**config.mk**
```make
export PLATFORM = sky130hd
export DESIGN_NAME = ctc_test_control
export DESIGN_NICKNAME = d
export VERILOG_FILES = /design/src/verilog/ctc_pkg.sv /design/src/verilog/ctc_pn_gen.sv /design/src/verilog/ctc_test_control.sv
export VERILOG_INCLUDE_DIRS = /design/src /design/src/verilog
export SDC_FILE = /design/constraint.sdc
export NUM_CORES = 1
export LEC_CHECK = 0
export BUFFER_PORTS_ARGS = -buffer_cell sky130_fd_sc_hd__buf_2
export CORE_MARGIN = 2
export CORE_UTILIZATION = 49
export DETAILED_ROUTE_END_ITERATION = 10
export PLACE_DENSITY = 0.86
export SKIP_LAST_GASP = 1
export SLEW_MARGIN = 20
export SYNTH_ARGS = -nofsm -noshare
export SYNTH_HDL_FRONTEND = slang
export SYNTH_SLANG_ARGS = --single-unit
```
**constraint.sdc**
```tcl
create_clock -name clk_in -period 2.38 [get_ports clk_in]
set_clock_uncertainty 0.05 [all_clocks]
set_input_delay 0.119 -clock clk_in [delete_from_list [all_inputs] [get_ports clk_in]]
set_output_delay 0.119 -clock clk_in [all_outputs]
set_load 0.01 [all_outputs]
```
**src/verilog/ctc_regs.svh**
```systemverilog
`ifndef CTC_REGS_SVH
`define CTC_REGS_SVH

`define CTC_ADDR_W 7
`define CTC_DATA_W 16
`define CTC_TEST_ADDR 7'h17
`define CTC_RESET 16'h0000
`define CTC_WMASK_CH0 16'hF7DF
`define CTC_WMASK_CHN 16'hF05F
`define CTC_PAD_LAT 2
`define CTC_STB_LAT 1
`define CTC_ROM_W 18
`define CTC_ROM_ONE 18'h1_FFFF
`define CTC_PN_W 16
`define CTC_PN_SEED 16'hACE1
`define CTC_PN_TAPS 16'hB400
`define CTC_HOLD_W 3

`endif

```
**src/verilog/ctc_pkg.sv**
```systemverilog
`include "ctc_regs.svh"

package ctc_pkg;

  // Field order follows the register bits, most significant first.
  typedef struct packed {
    logic sclk_bound;
    logic data_dly;
    logic stb_dly;
    logic coef_float;
    logic rsv11;
    logic hold_sd;
    logic hold_cs;
    logic hold_cas;
    logic pn_en;
    logic pn_fast;
    logic rsv5;
    logic thru;
    logic pn_sel;
    logic force_edge;
    logic force_fifo;
    logic force_rom;
  } ctc_ctrl_type;

  typedef struct packed {
    logic cs_n;
    logic wr_n;
    logic rd_n;
    logic [`CTC_ADDR_W-1:0] addr;
    logic [`CTC_DATA_W-1:0] data;
  } ctc_pins_type;

  typedef struct packed {
    logic frame_sync;
    logic bit_clock;
  } ctc_serial_type;

  typedef enum logic [1:0] {
    GATE_RUN,
    GATE_WAIT,
    GATE_OFF
  } ctc_gate_type;

endpackage : ctc_pkg

```
**src/verilog/ctc_pn_gen.sv**
```systemverilog
`timescale 1ns/1ps
`include "ctc_regs.svh"

module ctc_pn_gen
  import ctc_pkg::*;
(
  input wire logic clk_in,
  input wire logic nrst_in,
  input wire logic enable_in,
  input wire logic fast_in,
  input wire logic symbol_step_in,
  output logic [`CTC_PN_W-1:0] pn_word_out
);

  logic [`CTC_PN_W-1:0] lfsr_reg;
  logic [`CTC_PN_W-1:0] lfsr_next;

  // Galois form of a maximal-length 16-bit polynomial; a nonzero seed
  // keeps it out of the all-zero lock-up state.
  always_comb begin
    lfsr_next = lfsr_reg;
    if (enable_in && (fast_in || symbol_step_in)) begin // see R6 see R7
      lfsr_next = {1'b0, lfsr_reg[`CTC_PN_W-1:1]};
      if (lfsr_reg[0]) begin
        lfsr_next = lfsr_next ^ `CTC_PN_TAPS;
      end
    end
  end

  always_ff @(posedge clk_in or negedge nrst_in) begin
    if (!nrst_in) begin
      lfsr_reg <= `CTC_PN_SEED;
    end else begin
      lfsr_reg <= lfsr_next;
    end
  end

  assign pn_word_out = lfsr_reg;

endmodule : ctc_pn_gen

```
**src/verilog/ctc_test_control.sv**
```systemverilog
// Contract
// Bit15 chooses immediate or bit-clock-boundary serial stop.
// Bit14 delays serial data by pad latency.
// Bit13 delays and aligns the oversample strobe.
// Host sets both 14 and 13 for gapless.
// Bit12 selects floating coefficient format.
// Bit7 enables the pseudo-noise generator.
// Bit6 picks clock rate or symbol rate.
// Bit4 routes FIFO straight to interpolator.
// Bit3 feeds FIFO from pseudo-noise generator.
// Bit2 steps filters every clock.
// Bit1 reads FIFO every clock.
// Bit0 forces carrier sine and cosine high.
// Bits 10..7 only in channel zero.
// Generator is maximal LFSR, own polynomial.
// Reserved bits 11 and 5 read zero.
`timescale 1ns/1ps
`include "ctc_regs.svh"

module ctc_test_control
  import ctc_pkg::*;
#(
  parameter int CHAN_INDEX = 0
) (
  input wire logic clk_in,
  input wire logic nrst_in,
  input wire logic up_cs_n_in,
  input wire logic up_wr_n_in,
  input wire logic up_rd_n_in,
  input wire logic [`CTC_ADDR_W-1:0] up_addr_in,
  input wire logic [`CTC_DATA_W-1:0] up_data_in,
  output logic [`CTC_DATA_W-1:0] up_data_out,
  output logic up_data_oe_out,
  input wire logic serial_stop_in,
  input wire logic serial_frame_sync_int_in,
  input wire logic serial_bit_clock_int_in,
  output logic serial_frame_sync_out,
  output logic serial_bit_clock_out,
  input wire logic serial_data_int_in,
  output logic serial_data_out,
  input wire logic serial_oversample_strobe_in,
  output logic serial_oversample_strobe_out,
  input wire logic symbol_step_in,
  input wire logic [`CTC_DATA_W-1:0] fifo_src_data_in,
  output logic [`CTC_DATA_W-1:0] fifo_src_data_out,
  input wire logic nco_fifo_read_in,
  output logic fifo_read_out,
  input wire logic nco_filter_step_in,
  output logic filter_step_out,
  output logic straight_thru_out,
  output logic coef_float_out,
  input wire logic [`CTC_ROM_W-1:0] rom_sin_in,
  input wire logic [`CTC_ROM_W-1:0] rom_cos_in,
  output logic [`CTC_ROM_W-1:0] rom_sin_out,
  output logic [`CTC_ROM_W-1:0] rom_cos_out,
  output logic [`CTC_HOLD_W-1:0] hold_sel_out
);

  function automatic logic addr_hit(input ctc_pins_type p);
    addr_hit = !p.cs_n && (p.addr == `CTC_TEST_ADDR);
  endfunction : addr_hit

  // Host pins: two-stage synchroniser, then an edge detector on stage two.
  ctc_pins_type pins_in;
  ctc_pins_type sync1_reg;
  ctc_pins_type sync2_reg;
  logic wr_prev_reg;
  logic write_evt;

  assign pins_in = '{cs_n: up_cs_n_in, wr_n: up_wr_n_in, rd_n: up_rd_n_in,
                     addr: up_addr_in, data: up_data_in};

  always_ff @(posedge clk_in or negedge nrst_in) begin
    if (!nrst_in) begin
      sync1_reg <= '1;
      sync2_reg <= '1;
      wr_prev_reg <= 1'b1;
    end else begin
      sync1_reg <= pins_in;
      sync2_reg <= sync1_reg;
      wr_prev_reg <= sync2_reg.wr_n;
    end
  end

  // The write lands on the trailing edge of the strobe, when data has settled.
  assign write_evt = !wr_prev_reg && sync2_reg.wr_n && addr_hit(sync2_reg);

  // Control register.
  ctc_ctrl_type ctrl_reg;
  ctc_ctrl_type ctrl_next;
  logic [`CTC_DATA_W-1:0] wmask;
  logic [`CTC_DATA_W-1:0] rdata_reg;
  logic [`CTC_DATA_W-1:0] rdata_next;
  logic roe_reg;
  logic roe_next;

  // Other channels cannot hold the channel-zero test bits at all.
  assign wmask = (CHAN_INDEX == 0) ? `CTC_WMASK_CH0 : `CTC_WMASK_CHN; // see R13

  always_comb begin
    ctrl_next = ctrl_reg;
    if (write_evt) begin
      ctrl_next = ctc_ctrl_type'(sync2_reg.data & wmask); // see R13
    end
    roe_next = addr_hit(sync2_reg) && !sync2_reg.rd_n;
    rdata_next = roe_next ? ctrl_reg : `CTC_RESET;
  end

  always_ff @(posedge clk_in or negedge nrst_in) begin
    if (!nrst_in) begin
      ctrl_reg <= `CTC_RESET;
      rdata_reg <= `CTC_RESET;
      roe_reg <= 1'b0;
    end else begin
      ctrl_reg <= ctrl_next;
      rdata_reg <= rdata_next;
      roe_reg <= roe_next;
    end
  end

  assign up_data_out = rdata_reg;
  assign up_data_oe_out = roe_reg;

  // Serial frame sync and bit clock gating.
  ctc_gate_type gate_reg;
  ctc_gate_type gate_next;
  ctc_serial_type ser_reg;
  ctc_serial_type ser_next;

  always_comb begin
    gate_next = gate_reg;
    case (gate_reg)
      GATE_RUN: begin
        if (serial_stop_in) begin
          if (!ctrl_reg.sclk_bound || !serial_bit_clock_int_in) begin
            gate_next = GATE_OFF;
          end else begin
            gate_next = GATE_WAIT;
          end
        end
      end
      GATE_WAIT: begin
        // Holding until the clock is low avoids a truncated high phase.
        if (!serial_stop_in) begin
          gate_next = GATE_RUN;
        end else if (!serial_bit_clock_int_in || !ctrl_reg.sclk_bound) begin
          gate_next = GATE_OFF;
        end
      end
      GATE_OFF: begin
        if (!serial_stop_in) begin
          gate_next = GATE_RUN;
        end
      end
      default: begin
        gate_next = GATE_OFF;
      end
    endcase
    ser_next.frame_sync = (gate_next != GATE_OFF) && serial_frame_sync_int_in;
    ser_next.bit_clock = (gate_next != GATE_OFF) && serial_bit_clock_int_in;
  end

  always_ff @(posedge clk_in or negedge nrst_in) begin
    if (!nrst_in) begin
      gate_reg <= GATE_RUN;
      ser_reg <= '0;
    end else begin
      gate_reg <= gate_next;
      ser_reg <= ser_next;
    end
  end

  assign serial_frame_sync_out = ser_reg.frame_sync;
  assign serial_bit_clock_out = ser_reg.bit_clock;

  // Serial data and strobe alignment delays. The host is expected to set
  // both for gapless words; either alone still acts on its own path.
  logic [`CTC_PAD_LAT-1:0] dly_reg;
  logic [`CTC_PAD_LAT-1:0] dly_next;
  logic [`CTC_STB_LAT-1:0] stb_reg;
  logic [`CTC_STB_LAT-1:0] stb_next;
  logic sdata_reg;
  logic sdata_next;
  logic sstb_reg;
  logic sstb_next;

  always_comb begin
    dly_next = {dly_reg[`CTC_PAD_LAT-2:0], serial_data_int_in};
    stb_next = serial_oversample_strobe_in;
    sdata_next = ctrl_reg.data_dly ? dly_reg[`CTC_PAD_LAT-1] : serial_data_int_in; // see R2
    sstb_next = ctrl_reg.stb_dly ? stb_reg[`CTC_STB_LAT-1] : // see R3
                serial_oversample_strobe_in;
  end

  always_ff @(posedge clk_in or negedge nrst_in) begin
    if (!nrst_in) begin
      dly_reg <= '0;
      stb_reg <= '0;
      sdata_reg <= 1'b0;
      sstb_reg <= 1'b0;
    end else begin
      dly_reg <= dly_next;
      stb_reg <= stb_next;
      sdata_reg <= sdata_next;
      sstb_reg <= sstb_next;
    end
  end

  assign serial_data_out = sdata_reg;
  assign serial_oversample_strobe_out = sstb_reg;

  // Pseudo-noise source.
  logic [`CTC_PN_W-1:0] pn_word;

  ctc_pn_gen u_pn_gen (
    .clk_in(clk_in),
    .nrst_in(nrst_in),
    .enable_in(ctrl_reg.pn_en),
    .fast_in(ctrl_reg.pn_fast),
    .symbol_step_in(symbol_step_in),
    .pn_word_out(pn_word)
  );

  // Datapath overrides, all registered so the outputs come from flops.
  logic [`CTC_DATA_W-1:0] fdata_reg;
  logic [`CTC_DATA_W-1:0] fdata_next;
  logic [`CTC_ROM_W-1:0] sin_reg;
  logic [`CTC_ROM_W-1:0] sin_next;
  logic [`CTC_ROM_W-1:0] cos_reg;
  logic [`CTC_ROM_W-1:0] cos_next;
  logic fread_reg;
  logic fread_next;
  logic fstep_reg;
  logic fstep_next;

  always_comb begin
    fdata_next = ctrl_reg.pn_sel ? pn_word : fifo_src_data_in;
    fread_next = ctrl_reg.force_fifo || nco_fifo_read_in;
    fstep_next = ctrl_reg.force_edge || nco_filter_step_in;
    sin_next = ctrl_reg.force_rom ? `CTC_ROM_ONE : rom_sin_in;
    cos_next = ctrl_reg.force_rom ? `CTC_ROM_ONE : rom_cos_in;
  end

  always_ff @(posedge clk_in or negedge nrst_in) begin
    if (!nrst_in) begin
      fdata_reg <= '0;
      fread_reg <= 1'b0;
      fstep_reg <= 1'b0;
      sin_reg <= '0;
      cos_reg <= '0;
    end else begin
      fdata_reg <= fdata_next;
      fread_reg <= fread_next;
      fstep_reg <= fstep_next;
      sin_reg <= sin_next;
      cos_reg <= cos_next;
    end
  end

  assign fifo_src_data_out = fdata_reg;
  assign fifo_read_out = fread_reg;
  assign filter_step_out = fstep_reg;
  assign rom_sin_out = sin_reg;
  assign rom_cos_out = cos_reg;
  assign straight_thru_out = ctrl_reg.thru;
  assign coef_float_out = ctrl_reg.coef_float;
  assign hold_sel_out = {ctrl_reg.hold_sd, ctrl_reg.hold_cs, ctrl_reg.hold_cas};
endmodule : ctc_test_control

```
==> reports/summary.md <==
Per report_power, the sequential group accounts for 48.5% of the total. After layout, the minimum clock period comes to 2.041 ns. The run gives 0 as the number of routed nets with antenna violations.

TritonCTS built the clock tree. The quantity of I/O buffers inserted on ports came out at 163. For the wire length of the first global-routing pass, the log shows 16850 um. 168 I/O pins were placed. Worst-case headroom to the max-slew limit: 34.63%. Summed over all layers, the routed wires come to 10330 um.

In this run the horizontal extent of the chip is 105.8 um. The peak supply drop came out at 429.0 uV. The number of buffers added by the clock tree synthesis step is 17.

The tools report the startpoint type of the worst setup path as a flip-flop. After legalization and detailed placement, the total HPWL measured 6202 um. Setup repair after global routing left no endpoint under its margin. Using the TritonRoute via totals, the vias-per-cell ratio works out to 4.525. The number of max-slew violations in the final report was 0. For the worst flop-to-flop path, the logic depth is 4.

The warning count from the yosys run is 0. In this run the worst hold path is classified as in -> async. The flow ran to the end, and the final reports show no timing, DRC or antenna violations.

The starting utilization of the core area is 49.82%, and the ratio of final minimum period to clock period is 85.74%. Entering global routing, the biggest net connects 97 pins. The final total negative setup slack was 0 ns. The share of final-layout standard cells stronger than drive strength 1 is 60.39%, and the switching part of the total power is 20.99%.

For the share of the yosys chip area belonging to registers, the log shows 78.84%. STA puts the critical path data required time at 2.72 ns. The timing-limited maximum frequency is 490.0 MHz, and the final hold violation count is 0. In this run the number of H-tree levels came out at 4. Internal power comes to 4.629 mW. The count of different cell masters after synthesis was 22; the slack of the worst reg-to-reg path was 0.34 ns.

In this run the vertical extent of the chip is 105.8 um. The die covers 0.01118 mm^2. After synthesis, the share of flip-flops with an asynchronous set or reset is 100.0%. Most repeated cell in the gate-level netlist after synthesis: sky130_fd_sc_hd__dfrtp_1. The net total in the final layout was 638; the share of power burned in the clock network was 44.8%. The area share of the largest cell type after synthesis is 49.32%.

Fill cells in the final layout number 659. The design draws 5.859 mW. In this run the critical register-to-register path is launched from sync2_reg[20].

The tools report the final number of setup-violating endpoints as 0. After synthesis, the cell types taking the most area are sky130_fd_sc_hd__dfrtp_1 (49%), sky130_fd_sc_hd__dfstp_2 (30%), sky130_fd_sc_hd__mux2_2 (10%), sky130_fd_sc_hd__or2_2 (4.6%), sky130_fd_sc_hd__and2_1 (2.1%). The detailed router finished its first iteration with 61 violations. The power density of the placed cells is 783.1 mW/mm^2, and the number of iterations in the first detailed-routing pass is 4. The tools report the static power due to leakage as 3.657 nW. Row generation in the floorplan step produced 37 rows.

STA classifies the critical path endpoint as a flip-flop. The biggest area consumer among synthesized cells is sky130_fd_sc_hd__dfrtp_1. The synthesized netlist occupies a cell area of 0.005074 mm^2. After synthesis the netlist holds a flip-flop and latch count of 157. The post-CTS clock slew at the launch and capture registers of the worst setup and hold paths is 0.07 ns, and the total global routing track utilization is 20.02%.

The number of vias after detailed routing came out at 3163. The commonest cells after synthesis are sky130_fd_sc_hd__dfrtp_1 (100), sky130_fd_sc_hd__dfstp_2 (57), sky130_fd_sc_hd__mux2_2 (45), sky130_fd_sc_hd__or2_2 (37), sky130_fd_sc_hd__and2_1 (17). After detailed routing, the average wire length per cell comes to 14.77 um. The insertion delay to the later sink of the worst-skew pair is 0.51 ns. For the routability-driven placement congestion ratio, the log shows 0.6579. Among all flip-flop cells after synthesis, the most frequent one is sky130_fd_sc_hd__dfrtp_1. Summed over all nets, the switching power comes to 1.230 mW. The worst-margin pin slew is 0.9806 ns, and the max-cap violation count is 0. The cell at the root of the clock tree is sky130_fd_sc_hd__clkbuf_8. After global routing the overflow that remains totals 0. Averaged over all synthesized cells, the footprint is 17.38 um^2. The total DRC errors in the routed layout is 0, and the number of antenna violations at the first check in global routing is 0. Combinational cells account for 6.7% of the total power. Antenna diode count: 0. The run gives 0.01018 mm^2 as the floorplan core area.

The clock passes through at most 2 buffers. The worst setup path is of the reg -> reg kind. The number of enable-type register cells in the synthesized netlist was 0; the number of global-route vias before repair was 3483. The endpoint identified for the worst register-to-register timing path is coef_float_out. The run gives 73.46% as the fraction of the core area covered by cells at the end of the flow. For this design, the sink count on the clock tree is 157. Data arrives at the worst endpoint at 2.38 ns. The area added between synthesis and finish was 47.47%; the maximum fanout count along the critical path was 14. The number of setup buffers added after CTS is 0. Post-synthesis instance total: 292.
worst max path at each step:
stage / slack, ns / to / startpoint
4_1_cts: 0.34 / hold_sel_out[2] / sync2_reg[20]
3_3_place_gp: 0.40 / hold_sel_out[0] / sync2_reg[20]
6_report: 0.34 / coef_float_out / sync2_reg[20]
3_5_place_dp: 0.35 / hold_sel_out[2] / sync2_reg[20]
5_1_grt: 0.29 / coef_float_out / sync2_reg[20]
2_1_floorplan: 0.39 / coef_float_out / sync2_reg[20]
critical path, cell delays in order, from the launching register on:
cell and delay, ns:
sky130_fd_sc_hd__dfstp_2 0.52, sky130_fd_sc_hd__or4b_4 0.48, sky130_fd_sc_hd__nor4_4 0.21, sky130_fd_sc_hd__buf_4 0.27, sky130_fd_sc_hd__mux2_2 0.38
cells in the final DEF, fill, tap and decap left out, types with 3 or more instances in the layout:
master                          netlist  routed
sky130_fd_sc_hd__mux2_2              45      45
sky130_fd_sc_hd__dlygate4sd3_1        0      85
sky130_fd_sc_hd__xnor2_1              3       3
sky130_fd_sc_hd__and2_1              17      17
sky130_fd_sc_hd__dfrtp_1            100     100
sky130_fd_sc_hd__buf_2                2     162
sky130_fd_sc_hd__o21ai_0              3       3
sky130_fd_sc_hd__clkinv_4             0       3
sky130_fd_sc_hd__clkbuf_16            0      17
sky130_fd_sc_hd__dfstp_2             57      57
sky130_fd_sc_hd__nand2_1              3       3
sky130_fd_sc_hd__buf_4                5       4
sky130_fd_sc_hd__or2_2               37      37
power by group through the flow:
| stage | clock (mW) | sequential (mW) | combinational [mW] |
|---|---|---|---|
| global route | 2.82 | 2.85 | 0.431 |
| finish | 2.63 | 2.84 | 0.392 |
| global placement | 0 | 2.88 | 0.274 |
| detailed placement | 0 | 2.89 | 0.286 |
| floorplan | 0 | 2.90 | 0.0762 |
| CTS | 2.69 | 2.84 | 0.393 |
routing by layer:
layer  vias up  share of wire [%]  GRT usage (%)
met1      1576                 38          23.06
li1       1454                  -              -
met3        14                6.5          7.421
met4         0                1.5          6.485
met2       119                 54          34.70
met5         -                  0              0
cells by family after synthesis:
family | Yosys count | synth area share [%]
flops | 157 | 78.84
simple gates | 64 | 8.261
mux | 45 | 9.988
buf+inv | 17 | 1.825
compound gates | 5 | 0.4929
xor+xnor | 3 | 0.5180
other cells | 1 | 0.07391
metrics by stage:
step / worst slack, ns / area (um^2) / hold slack, ns / std cells
after floorplan: 0.3932 / 5077 / -0.2266 / 293
after global placement: 0.4011 / 6040 / -0.02238 / 582
after detailed placement: 0.3512 / 6040 / -0.01789 / 582
after CTS: 0.3393 / 7482 / 0.01682 / 699
after global routing: 0.2903 / 7482 / 0.01733 / 699
final: 0.3393 / 7482 / 0.02479 / 699
cell type report:
class / instances / area [um^2] / area share (%)
Timing Repair Buffer: 253 / 1723 / 23.03
Sequential cell: 157 / 4000 / 53.46
Inverter: 2 / 7.507 / 0.1003
Multi-Input combinational cell: 119 / 989.7 / 13.23
Clock buffer: 21 / 460.4 / 6.154
Tap cell: 136 / 170.2 / 2.274
Clock inverter: 11 / 131.4 / 1.756
what timing repair did:
action	CTS	global route
hold buffers	85	0
endpoints found under the hold margin	195	0
gates resized for setup	0	0
Note: power is estimated with default switching activity, not from simulation.
